**src/dtmc_pkg.sv**
```systemverilog
// Purpose: Constants for the DRAM timing and mode control block
// Assumes: core_clk is the command clock, one per two DDR transfers
// Notes:   Tables pack four 4-bit entries, entry n at bits 4n+3:4n
package dtmc_pkg;

  // Register map, byte addresses on APB
  localparam logic [11:0] TIMING_OFFSET = 12'h078;
  localparam logic [11:0] MODE_OFFSET   = 12'h07C;
  localparam logic [11:0] STATUS_OFFSET = 12'h0F0;

  localparam logic [31:0] TIMING_RESET  = 32'h0000_0014;
  localparam logic [31:0] TIMING_WMASK  = 32'h0000_033F;
  localparam logic [31:0] MODE_RESET    = 32'h0000_0000;
  localparam logic [31:0] MODE_WMASK    = 32'h3E00_6FC8;
  // Bits a configuration restore may reload
  localparam logic [31:0] MODE_RESTORE  = 32'h2E00_68C0;

  // Timing register fields
  localparam int TRP_LSB  = 8;
  localparam int READ_ROUND_TRIP_LATENCY_LSB = 4;
  localparam int CAS_LSB  = 2;
  localparam int WTT_LSB  = 0;

  // Mode register fields
  localparam int INIT_BIT  = 29;
  localparam int CKE_BIT   = 28;
  localparam int SRI_BIT   = 27;
  localparam int OVL_BIT   = 26;
  localparam int EXT_BIT   = 25;
  localparam int ODT_LSB   = 13;
  localparam int DIFF_BIT  = 11;
  localparam int RMS_LSB   = 8;
  localparam int FPR_BIT   = 7;
  localparam int HG_BIT    = 6;
  localparam int SPARE_BIT = 3;

  localparam logic [1:0] ODT_75_OHM = 2'h3;

  // Frequency setting codes
  localparam logic [1:0] FREQ_266 = 2'h0;
  localparam logic [1:0] FREQ_333 = 2'h2;
  localparam logic [1:0] FREQ_400 = 2'h3;

  // Gap tables in command clocks; reserved entries hold the safest value
  localparam logic [15:0] TRP_266_333   = 16'h4324;
  localparam logic [15:0] TRP_400       = 16'h4344;
  // Latency tables in half clocks; write turnaround tables in command clocks
  localparam logic [15:0] READ_ROUND_TRIP_LATENCY_266      = 16'h7465;
  localparam logic [15:0] READ_ROUND_TRIP_LATENCY_333      = 16'hA864;
  localparam logic [15:0] READ_ROUND_TRIP_LATENCY_400      = 16'hA486;
  localparam logic [15:0] CAS_266_333   = 16'h8854;
  localparam logic [15:0] CAS_400       = 16'h8868;
  localparam logic [15:0] WTT_LO_XRANK  = 16'h2210;
  localparam logic [15:0] WTT_LO_SAME   = 16'h4210;
  localparam logic [15:0] WTT_400       = 16'h0310;

  // Refresh select codes
  localparam logic [2:0] RMS_OFF   = 3'h0;
  localparam logic [2:0] RMS_15_6  = 3'h1;
  localparam logic [2:0] RMS_7_8   = 3'h2;
  localparam logic [2:0] RMS_64    = 3'h3;
  localparam logic [2:0] RMS_FREQ  = 3'h4;
  localparam logic [2:0] RMS_FAST  = 3'h7;

  localparam int CLK_PERIOD_NS  = 10;
  localparam int REF_15_6_NS    = 15600;
  localparam int REF_7_8_NS     = 7800;
  localparam int REF_64_NS      = 64000;
  // Longest intervals, so counts round down
  localparam logic [12:0] REF_15_6_CLKS = 13'(REF_15_6_NS / CLK_PERIOD_NS);
  localparam logic [12:0] REF_7_8_CLKS  = 13'(REF_7_8_NS / CLK_PERIOD_NS);
  localparam logic [12:0] REF_266_CLKS  = 13'd728;
  localparam logic [12:0] REF_333_CLKS  = 13'd1092;
  localparam logic [12:0] REF_400_CLKS  = 13'd1456;
  localparam logic [12:0] REF_FAST_CLKS = 13'd64;

  localparam logic [3:0] BURST_CLKS      = 4'h2;
  localparam logic [3:0] ACT_TO_COL_CLKS = 4'h2;
  localparam logic [3:0] CNT_MAX         = 4'hF;

  typedef enum logic [1:0] {
    CMD_ACT,
    CMD_RD,
    CMD_WR,
    CMD_PRE
  } dtmc_cmd_e;

endpackage

```
**src/dtmc_top.sv**
```systemverilog
// Purpose: Timing and mode control for a DDR/DDR2 DIMM controller
// Assumes: APB slave, core_clk is the command clock
// Notes:   Commands are granted one at a time against the gap counters
//
// Design decision made here: the APB register port.
`timescale 1ns/1ps
`default_nettype none
module dtmc_top #(
  parameter logic [12:0] REF_64_CLKS =
    13'(dtmc_pkg::REF_64_NS / dtmc_pkg::CLK_PERIOD_NS)
) (
  input  wire logic                core_clk,
  input  wire logic                reset_n,
  input  wire logic                psel,
  input  wire logic                penable,
  input  wire logic                pwrite,
  input  wire logic [11:0]         paddr,
  input  wire logic [31:0]         pwdata,
  output logic      [31:0]         prdata,
  output logic                     pready,
  output logic                     pslverr,
  input  wire logic [1:0]          memory_freq_setting,
  input  wire logic                cmd_req,
  input  wire dtmc_pkg::dtmc_cmd_e cmd_kind,
  input  wire logic [1:0]          cmd_rank,
  output logic                     cmd_grant,
  output logic                     read_capture,
  output logic                     fifo_ptr_reset,
  output logic                     refresh_due,
  input  wire logic                reset_entry,
  output logic                     self_refresh_entry,
  output logic                     power_down_entry,
  input  wire logic                config_restore,
  input  wire logic [31:0]         config_restore_data,
  output logic                     dram_cke,
  output logic                     strobe_complement_oe,
  output logic                     strobe_rx_diff_sel,
  output logic                     strobe_half_gain,
  output logic      [1:0]          termination_strength,
  output logic                     sparing_en
);

  logic [31:0]         timing;
  logic [31:0]         mode;
  logic [3:0]          pre_cnt;
  logic [3:0]          act_cnt;
  logic [3:0]          wr_cnt;
  logic [3:0]          col_busy;
  logic [15:0]         rd_pipe;
  logic [1:0]          last_wr_rank;
  logic [12:0]         ref_cnt;
  dtmc_pkg::dtmc_cmd_e granted_kind;

  logic                acc;
  logic                wr_timing;
  logic                wr_mode;
  logic                next_grant;
  logic                allow;
  logic [3:0]          trp_clks;
  logic [4:0]          rd_half;
  logic [3:0]          rd_lat;
  logic [3:0]          wtt_gap;
  logic [3:0]          wr_space;
  logic [3:0]          act_need;
  logic [12:0]         ref_interval;
  logic [31:0]         rd_value;
  logic                mapped;

  function automatic logic [3:0] tbl(input logic [15:0] t,
                                     input logic [1:0]  code);
    tbl = t[{code, 2'h0} +: 4];
  endfunction

  // Termination field keeps its value unless the 75 ohm code arrives
  function automatic logic [31:0] merge_mode(input logic [31:0] old,
                                             input logic [31:0] data,
                                             input logic [31:0] mask);
    logic [31:0] m;
    m = (old & ~mask) | (data & mask);
    if (data[dtmc_pkg::ODT_LSB +: 2] != dtmc_pkg::ODT_75_OHM) begin
      m[dtmc_pkg::ODT_LSB +: 2] = old[dtmc_pkg::ODT_LSB +: 2];
    end
    merge_mode = m;
  endfunction

  // APB: one wait state, writes land on the edge that samples pready
  assign acc       = psel && penable && pready;
  assign wr_timing = acc && pwrite && (paddr == dtmc_pkg::TIMING_OFFSET);
  assign wr_mode   = acc && pwrite && (paddr == dtmc_pkg::MODE_OFFSET);
  assign mapped    = (paddr == dtmc_pkg::TIMING_OFFSET) ||
                     (paddr == dtmc_pkg::MODE_OFFSET) ||
                     (paddr == dtmc_pkg::STATUS_OFFSET);

  always_comb begin
    rd_value = 32'h0000_0000;
    case (paddr)
      dtmc_pkg::TIMING_OFFSET: rd_value = timing;
      dtmc_pkg::MODE_OFFSET:   rd_value = mode;
      dtmc_pkg::STATUS_OFFSET: rd_value = {3'h0, ref_cnt, 14'h0000,
                                           col_busy != 4'h0,
                                           rd_pipe != 16'h0000};
      default:                 rd_value = 32'h0000_0000;
    endcase
  end

  always_ff @(posedge core_clk) begin
    if (!reset_n) begin
      pready  <= 1'b0;
      pslverr <= 1'b0;
      prdata  <= 32'h0000_0000;
    end else begin
      pready  <= psel && penable && !pready;
      pslverr <= psel && penable && !pready && !mapped;
      if (psel && penable && !pready) begin
        prdata <= pwrite ? 32'h0000_0000 : rd_value;
      end
    end
  end

  always_ff @(posedge core_clk) begin
    if (!reset_n) begin
      timing <= dtmc_pkg::TIMING_RESET;
    end else if (wr_timing) begin
      timing <= (timing & ~dtmc_pkg::TIMING_WMASK) |
                (pwdata & dtmc_pkg::TIMING_WMASK);
    end
  end

  // Scratch bit is stored and read back only, it steers nothing
  // Restore skips CKE, refresh select and sparing
  always_ff @(posedge core_clk) begin
    if (!reset_n) begin
      mode <= dtmc_pkg::MODE_RESET;
    end else if (wr_mode) begin
      mode <= merge_mode(mode, pwdata, dtmc_pkg::MODE_WMASK);
    end else if (config_restore) begin
      mode <= merge_mode(mode, config_restore_data,
                         dtmc_pkg::MODE_RESTORE);
    end
  end

  assign dram_cke             = mode[dtmc_pkg::CKE_BIT];
  assign strobe_complement_oe = mode[dtmc_pkg::DIFF_BIT];
  assign strobe_rx_diff_sel   = mode[dtmc_pkg::DIFF_BIT];
  assign strobe_half_gain     = mode[dtmc_pkg::HG_BIT];
  assign termination_strength = mode[dtmc_pkg::ODT_LSB +: 2];
  assign sparing_en           = mode[dtmc_pkg::SPARE_BIT];

  // Per-frequency table columns; gaps are in command clocks
  always_comb begin
    if (memory_freq_setting == dtmc_pkg::FREQ_400) begin
      trp_clks = tbl(dtmc_pkg::TRP_400, timing[dtmc_pkg::TRP_LSB +: 2]);
      rd_half  = {1'b0, tbl(dtmc_pkg::READ_ROUND_TRIP_LATENCY_400,
                            timing[dtmc_pkg::READ_ROUND_TRIP_LATENCY_LSB +: 2])} +
                 {1'b0, tbl(dtmc_pkg::CAS_400,
                            timing[dtmc_pkg::CAS_LSB +: 2])};
      wtt_gap  = tbl(dtmc_pkg::WTT_400, timing[dtmc_pkg::WTT_LSB +: 2]);
    end else begin
      trp_clks = tbl(dtmc_pkg::TRP_266_333,
                     timing[dtmc_pkg::TRP_LSB +: 2]);
      rd_half  = {1'b0, tbl((memory_freq_setting == dtmc_pkg::FREQ_333) ?
                            dtmc_pkg::READ_ROUND_TRIP_LATENCY_333 : dtmc_pkg::READ_ROUND_TRIP_LATENCY_266,
                            timing[dtmc_pkg::READ_ROUND_TRIP_LATENCY_LSB +: 2])} +
                 {1'b0, tbl(dtmc_pkg::CAS_266_333,
                            timing[dtmc_pkg::CAS_LSB +: 2])};
      // Code 11: longer gap back to the same rank
      wtt_gap  = tbl((cmd_rank == last_wr_rank) ? dtmc_pkg::WTT_LO_SAME :
                     dtmc_pkg::WTT_LO_XRANK,
                     timing[dtmc_pkg::WTT_LSB +: 2]);
    end
  end

  // Half clocks round up so data is never sampled early
  assign rd_lat = 4'((rd_half + 5'h01) >> 1);

  // Gap 0 or 1 both mean bursts abut; more adds idle clocks
  assign wr_space = (wtt_gap == 4'h0) ? dtmc_pkg::BURST_CLKS :
                    4'(dtmc_pkg::BURST_CLKS + wtt_gap - 4'h1);

  // Stretch only while the data bus is busy anyway, costing nothing
  assign act_need = dtmc_pkg::ACT_TO_COL_CLKS +
                    {3'h0, !mode[dtmc_pkg::EXT_BIT] &&
                           (col_busy != 4'h0)};

  always_comb begin
    allow = 1'b0;
    case (cmd_kind)
      dtmc_pkg::CMD_ACT: allow = (pre_cnt >= trp_clks) &&
                                 (mode[dtmc_pkg::OVL_BIT] ||
                                  col_busy == 4'h0);
      dtmc_pkg::CMD_RD:  allow = act_cnt >= act_need;
      dtmc_pkg::CMD_WR:  allow = (act_cnt >= act_need) &&
                                 (wr_cnt >= wr_space);
      dtmc_pkg::CMD_PRE: allow = 1'b1;
      default:           allow = 1'b0;
    endcase
  end

  // No commands while CKE is low
  assign next_grant = cmd_req && allow && dram_cke && !cmd_grant;

  always_ff @(posedge core_clk) begin
    if (!reset_n) begin
      cmd_grant    <= 1'b0;
      granted_kind <= dtmc_pkg::CMD_ACT;
      last_wr_rank <= 2'h0;
    end else begin
      cmd_grant <= next_grant;
      if (next_grant) begin
        granted_kind <= cmd_kind;
      end
      if (next_grant && cmd_kind == dtmc_pkg::CMD_WR) begin
        last_wr_rank <= cmd_rank;
      end
    end
  end

  // Saturating counts of clocks since the last precharge, activate and write
  always_ff @(posedge core_clk) begin
    if (!reset_n) begin
      pre_cnt <= dtmc_pkg::CNT_MAX;
      act_cnt <= dtmc_pkg::CNT_MAX;
      wr_cnt  <= dtmc_pkg::CNT_MAX;
    end else begin
      if (next_grant && cmd_kind == dtmc_pkg::CMD_PRE) begin
        pre_cnt <= 4'h1;
      end else if (pre_cnt != dtmc_pkg::CNT_MAX) begin
        pre_cnt <= pre_cnt + 4'h1;
      end
      if (next_grant && cmd_kind == dtmc_pkg::CMD_ACT) begin
        act_cnt <= 4'h1;
      end else if (act_cnt != dtmc_pkg::CNT_MAX) begin
        act_cnt <= act_cnt + 4'h1;
      end
      if (next_grant && cmd_kind == dtmc_pkg::CMD_WR) begin
        wr_cnt <= 4'h1;
      end else if (wr_cnt != dtmc_pkg::CNT_MAX) begin
        wr_cnt <= wr_cnt + 4'h1;
      end
    end
  end

  // Clocks until the last column command leaves the data bus
  always_ff @(posedge core_clk) begin
    if (!reset_n) begin
      col_busy <= 4'h0;
    end else if (next_grant && cmd_kind == dtmc_pkg::CMD_RD) begin
      col_busy <= 4'(rd_lat + dtmc_pkg::BURST_CLKS);
    end else if (next_grant && cmd_kind == dtmc_pkg::CMD_WR) begin
      col_busy <= dtmc_pkg::BURST_CLKS;
    end else if (col_busy != 4'h0) begin
      col_busy <= col_busy - 4'h1;
    end
  end

  // One bit per read in flight, reaching bit 0 one clock before read_capture
  always_ff @(posedge core_clk) begin
    if (!reset_n) begin
      rd_pipe        <= 16'h0000;
      read_capture   <= 1'b0;
      fifo_ptr_reset <= 1'b0;
    end else begin
      rd_pipe <= {1'b0, rd_pipe[15:1]} |
                 ((next_grant && cmd_kind == dtmc_pkg::CMD_RD) ?
                  (16'h0001 << (rd_lat - 4'h1)) : 16'h0000);
      read_capture   <= rd_pipe[0];
      fifo_ptr_reset <= rd_pipe[0] && (rd_pipe[15:1] == 15'h0000) &&
                        !(next_grant && cmd_kind == dtmc_pkg::CMD_RD) &&
                        !mode[dtmc_pkg::FPR_BIT];
    end
  end

  always_comb begin
    case (mode[dtmc_pkg::RMS_LSB +: 3])
      dtmc_pkg::RMS_15_6: ref_interval = dtmc_pkg::REF_15_6_CLKS;
      dtmc_pkg::RMS_7_8:  ref_interval = dtmc_pkg::REF_7_8_CLKS;
      dtmc_pkg::RMS_64:   ref_interval = REF_64_CLKS;
      dtmc_pkg::RMS_FREQ: begin
        if (memory_freq_setting == dtmc_pkg::FREQ_400) begin
          ref_interval = dtmc_pkg::REF_400_CLKS;
        end else if (memory_freq_setting == dtmc_pkg::FREQ_333) begin
          ref_interval = dtmc_pkg::REF_333_CLKS;
        end else begin
          ref_interval = dtmc_pkg::REF_266_CLKS;
        end
      end
      dtmc_pkg::RMS_FAST: ref_interval = dtmc_pkg::REF_FAST_CLKS;
      default:            ref_interval = 13'h0000;
    endcase
  end

  always_ff @(posedge core_clk) begin
    if (!reset_n) begin
      ref_cnt     <= 13'h0000;
      refresh_due <= 1'b0;
    end else if (wr_mode && pwdata[dtmc_pkg::RMS_LSB +: 3] ==
                 dtmc_pkg::RMS_OFF) begin
      ref_cnt     <= 13'h0000;
      refresh_due <= 1'b0;
    end else if (ref_interval == 13'h0000) begin
      refresh_due <= 1'b0;
    end else if (ref_cnt >= ref_interval - 13'h0001) begin
      ref_cnt     <= 13'h0000;
      refresh_due <= 1'b1;
    end else begin
      ref_cnt     <= ref_cnt + 13'h0001;
      refresh_due <= 1'b0;
    end
  end

  // One-clock pulses after reset_entry; the SRI bit picks power down, else self refresh
  always_ff @(posedge core_clk) begin
    if (!reset_n) begin
      self_refresh_entry <= 1'b0;
      power_down_entry   <= 1'b0;
    end else begin
      self_refresh_entry <= reset_entry && !mode[dtmc_pkg::SRI_BIT];
      power_down_entry   <= reset_entry && mode[dtmc_pkg::SRI_BIT];
    end
  end

  cke_follow_a: assert property (@(posedge core_clk) disable iff (!reset_n)
    wr_mode ##1 1'b1 |-> dram_cke == $past(pwdata[dtmc_pkg::CKE_BIT]))
    else $error("CKE does not follow written bit");

  pre_act_gap_a: assert property (@(posedge core_clk) disable iff (!reset_n)
    (cmd_grant && granted_kind == dtmc_pkg::CMD_ACT) |->
      $past(pre_cnt) >= $past(trp_clks))
    else $error("Activate granted inside precharge gap");

  wr_spacing_a: assert property (@(posedge core_clk) disable iff (!reset_n)
    (cmd_grant && granted_kind == dtmc_pkg::CMD_WR) |->
      $past(wr_cnt) >= $past(wr_space))
    else $error("Write bursts closer than turnaround gap");

  rd_capture_a: assert property (@(posedge core_clk) disable iff (!reset_n)
    (cmd_grant && granted_kind == dtmc_pkg::CMD_RD) |-> ##[1:9] read_capture)
    else $error("Read capture missing after read");

  fast_refresh_a: assert property (@(posedge core_clk) disable iff (!reset_n)
    (refresh_due && mode[dtmc_pkg::RMS_LSB +: 3] == dtmc_pkg::RMS_FAST &&
     !wr_mode) |=> !refresh_due [*8])
    else $error("Fast refresh pulses too close");

  refresh_clear_a: assert property (@(posedge core_clk) disable iff (!reset_n)
    (wr_mode && pwdata[dtmc_pkg::RMS_LSB +: 3] == dtmc_pkg::RMS_OFF) |=>
      (ref_cnt == 13'h0000 && !refresh_due) [*2])
    else $error("Refresh counter not cleared");

  overlap_gate_a: assert property (@(posedge core_clk) disable iff (!reset_n)
    (cmd_grant && granted_kind == dtmc_pkg::CMD_ACT &&
     !$past(mode[dtmc_pkg::OVL_BIT])) |-> $past(col_busy) == 4'h0)
    else $error("Activate overlapped column command");

  odt_legal_a: assert property (@(posedge core_clk) disable iff (!reset_n)
    $changed(termination_strength) |-> termination_strength ==
      dtmc_pkg::ODT_75_OHM)
    else $error("Reserved termination code accepted");

  srpd_select_a: assert property (@(posedge core_clk) disable iff (!reset_n)
    reset_entry |=> (power_down_entry == $past(mode[dtmc_pkg::SRI_BIT])) &&
      (self_refresh_entry != power_down_entry))
    else $error("Wrong low-power entry at reset");

  fifo_inhibit_a: assert property (@(posedge core_clk) disable iff (!reset_n)
    fifo_ptr_reset |-> $past(read_capture == 1'b0 && rd_pipe[0]) &&
      !$past(mode[dtmc_pkg::FPR_BIT]))
    else $error("FIFO pointer reset while inhibited");

endmodule
`default_nettype wire

```
**config.mk**
```make
export PLATFORM = sky130hd
export DESIGN_NAME = dtmc_top
export DESIGN_NICKNAME = d
export VERILOG_FILES = /design/src/dtmc_pkg.sv /design/src/dtmc_top.sv
export SDC_FILE = /design/constraint.sdc
export NUM_CORES = 1
export LEC_CHECK = 0
export BUFFER_PORTS_ARGS = -buffer_cell sky130_fd_sc_hd__buf_2
export CAP_MARGIN = 15
export CORE_AREA = 8 8 146 148
export CTS_BUF_LIST = sky130_fd_sc_hd__clkbuf_8
export CTS_CLUSTER_SIZE = 40
export DETAILED_ROUTE_END_ITERATION = 16
export DIE_AREA = 0 0 154 156
export PLACE_DENSITY = 0.61
export SLEW_MARGIN = 10
export SYNTH_ARGS = -nofsm -noshare
export SYNTH_HDL_FRONTEND = slang
export SYNTH_SLANG_ARGS = --single-unit
```
**constraint.sdc**
```tcl
create_clock -name core_clk -period 4.4 [get_ports core_clk]
set_clock_uncertainty 0.1 [all_clocks]
set_input_delay 0.44 -clock core_clk [delete_from_list [all_inputs] [get_ports core_clk]]
set_output_delay 0.44 -clock core_clk [all_outputs]
set_load 0.02 [all_outputs]
```
==> metrics.md <==
| Metric | Value |
|---|---|
| Max-Slew Margin vs Limit | roughly 16% |
| Number of buffers on the longest clock path | 2 |
| Wire length of the first global-routing pass | between 20 and 25 mm |
| Setup WS post-layout | around 0.59 ns |
| Number of max-cap violations | 0 |
| Hold Startpoint | pwdata[2] |
| Maximum level of the CTS H-tree | 3 |
| Number of global-route vias before repair | about 4.5k |
| Number of antenna violations at the first check in global routing | 3 |
| Worst reg-to-reg path cell count | 15 |
| Cell type contributing the most total cell area after synthesis | sky130_fd_sc_hd__dfxtp_1 |
| Leakage power summed over all cells | 2.97 nW |
| Area fraction of the dominant cell type after synthesis | 36.6% |
| Endpoints failing setup | 0 |
| Post-CTS setup buffer count | 0 |
| Power density of the placed cells | approximately 330 nW/µm² |
| Wire length per cell | around 15 µm |
| Register-to-register setup slack | about 0.59 ns |
| Clk Latency, worst-skew pair | roughly 0.37 ns |
| Synthesized area per cell | between 8 and 9 µm² |
| Register Area | ~2100 µm² |
| Pre-CTS setup slack | 0.421 ns |
| CP most frequent cell | sky130_fd_sc_hd__nand2_1 |
| Placeable core region | about 19000 µm² |
| Final Cycle Share | about 87% |
| Actual slew at the worst max-slew pin | roughly 1.3 ns |
| Number of placed I/O pins | about 140 |
| Number of sinks on the clock net | 105 |
| Count of standard-cell rows | 51 |
| Cell area after placement | ~6500 µm² |
| DRT iter0 DRCs | roughly 290 |
| Count of hold-fix buffers inserted at cts | 0 |
| RSZ-0062 raised after global routing | no |
| Worst path cell trace | inv_1 -> nand2_1 -> a21boi_0 -> or2_2 -> ha_1 -> nand2_1 -> o21ai_0 -> a21oi_1 -> ha_1 -> a211oi_1 -> nand2_1 -> a211oi_1 -> a211o_1 -> or4b_1 -> a31oi_1 |
| Final critical-path required period | around 3.8 ns |
| Sequential element share of the synthesized area | between 30% and 40% |
| Total congestion overflow after global routing | 0 |
| Buffers plus inverters on the worst setup path | 1 |
| Final-layout fill cell count | between 1.5k and 2k |
| CP Max Fanout | 14 |
| Layout Cell Area excl Fill | around 6700 µm² |
| Area of combinational cells with multiple inputs | around 3400 µm² |
| CP top delay family | compound AO/OA/AOI/OAI gates |
| PostCTS Resize Cnt | 0 |
| Share of cells above drive strength 1 | 18.8% |
| Final Core Density | around a third |
| Overall die width | roughly 150 µm |
| Number of stages on the worst setup path | 15 |
| Estimated wirelength of the detail-placed design | about 12 mm |
| Slowest stage cell, crit path | sky130_fd_sc_hd__dfxtp_2 |
| Antenna-violating nets left | 0 |
| Via-per-instance ratio | roughly 4.9 |
| Clock slew at the register clock pins of the worst setup and hold paths | ~0.1 ns |
| Ys flop type | sky130_fd_sc_hd__dfxtp_1 |
| Final total negative setup slack | 0 ns |
| Asr flop ratio synth | 0% |
| Result of the run | completed |
| DRC violation count after routing | 0 |
| Critical Path Source Type | register |
| Setup crit end kind | register |
| Required time at the worst-slack endpoint | roughly 4.6 ns |
| Reg-to-reg startpoint | mode[10]$_SDFFE_PN0P_ |
| Number of different library cells in the post-synthesis netlist | just under 60 |
| Routed vias | around 4.9k |
| Length of the first detailed-routing pass in iterations | 4 |
| Post-Route WL | ~15 mm |
| TritonCTS Buffers | 9 |
| Count of warnings emitted by yosys | 0 |
| CTS tree | yes |
| Launching element of the worst setup path | mode[10]$_SDFFE_PN0P_ |
| Count of buffers from port buffering | 96 |
| Count of flip-flops with a built-in enable after synthesis | 0 |
| Worst min-delay path class | in -> reg |
| Maximum number of pins on one net before global-route repair | just under 60 |
| Most frequent cells after synthesis | 105 x sky130_fd_sc_hd__dfxtp_1, 72 x sky130_fd_sc_hd__nand2_1, 41 x sky130_fd_sc_hd__o21ai_0, 39 x sky130_fd_sc_hd__ha_1, 39 x sky130_fd_sc_hd__nor2_1 |
| Count leader, synth | sky130_fd_sc_hd__dfxtp_1 |
| Cells taking the most area after synthesis | sky130_fd_sc_hd__dfxtp_1 37%, sky130_fd_sc_hd__ha_1 8.5%, sky130_fd_sc_hd__nand2_1 4.7%, sky130_fd_sc_hd__mux2i_1 4.4%, sky130_fd_sc_hd__nor2b_1 3.8% |
| Root Buffer Master | sky130_fd_sc_hd__clkbuf_8 |
| Signal arrival time at the worst endpoint | 4.02 ns |
| Final GP Congestion | 0.784 |
| Type of the worst setup path | reg -> reg |
| Area growth syn-to-layout | 16.3% |
| Total Nets Final | around 880 |
| Peak supply drop | 0.123 mV |
| Die height | 156 µm |
| Max Freq | about 260 MHz |
| Seq cells post-synth | approximately 110 |
| Initial core utilization | 30.1% |
| Global-route usage over all layers | about an eighth |
| Count of cells along the worst hold path | 3 |
| Synthesized area | around 5700 µm² |
| Number of pins exceeding their max-slew limit in the final report | 0 |
| Post-synthesis instance total | 659 |
| Final number of hold-violating endpoints | 0 |
| Slowest Stage Delay on Critical Path | just under 0.5 ns |
| Worst hold slack across all endpoints | around 0.18 ns |
| Area enclosed by the die boundary | 24000 µm² |
==> final timing paths <==
check                                               end
worst max-delay path            ref_cnt[3]$_SDFFE_PP0N_
worst min-delay path             timing[2]$_SDFFE_PN1P_
worst max register to register  ref_cnt[3]$_SDFFE_PP0N_
worst min register to register   prdata[0]$_SDFFE_PN0P_
==> worst min-delay path, cell delays in order <==
cell and delay [ns]:
sky130_fd_sc_hd__buf_2 0.08, sky130_fd_sc_hd__mux2i_1 0.05, sky130_fd_sc_hd__nand2_1 0.05
==> flip-flops by register name (all words and copies together), names as in the netlist, 2 cells and up <==
register / cells
wr_cnt: 4
last_wr_rank: 2
col_busy: 4
ref_cnt: 13
rd_pipe: 16
mode: 14
timing: 8
prdata: 28
act_cnt: 4
pre_cnt: 4
==> per-stage QoR <==
step / instances / total power [W]
finish: 990 / 0.00217
global placement: 974 / 0.00157
global route: 990 / 0.00231
floorplan: 662 / 0.00146
detailed placement: 974 / 0.00157
CTS: 989 / 0.00220
==> final cells by class <==
class,count,share of cell area [%]
antenna,1,0.0374
clock buffer,11,2.26
clock inverter,4,0.786
inverter,19,1.07
multi-input combinational,501,51.1
sequential,105,31.5
tap,238,4.45
timing repair buffer,111,8.87
==> metal layers <==
layer	global-route usage [%]	routed length, µm	part of all wire (%)
met5	0	20	0.13
met1	15.7	7030	47
met2	20.0	6820	45
met3	2.94	912	6.1
met4	4.25	219	1.5
==> kinds of logic after synthesis <==
group / after synthesis / share of synthesized area, %
AO/OA/AOI/OAI: 148 / 18.0
AND/OR/NAND/NOR: 256 / 23.1
other: 2 / 0.131
adder cells (fa/ha/maj): 40 / 8.84
multiplexers: 27 / 4.74
buffers and inverters: 56 / 4.24
XOR/XNOR: 25 / 4.33
flip-flops: 105 / 36.6
==> power breakdown <==
| part | leakage, nW | switching (W) | internal, W |
|---|---|---|---|
| Combinational | 2.01 | 0.000238 | 0.000236 |
| Clock | 0.105 | 0.000333 | 0.000293 |
| Sequential | 0.852 | 0.0000636 | 0.00101 |
| Total | 2.97 | 0.000635 | 0.00154 |
==> cells in the final DEF (no fill, tap or decap), drive strengths merged, types with 18 or more instances in the layout <==
cell type  instances
a21oi             20
buf              111
nor2              39
nand3             24
inv               19
ha                39
dfxtp            105
and2              18
o21ai             41
nand2             72
a22oi             26
mux2i             25
nor2b             35
No activity file was read; power rests on OpenSTA's default activity.
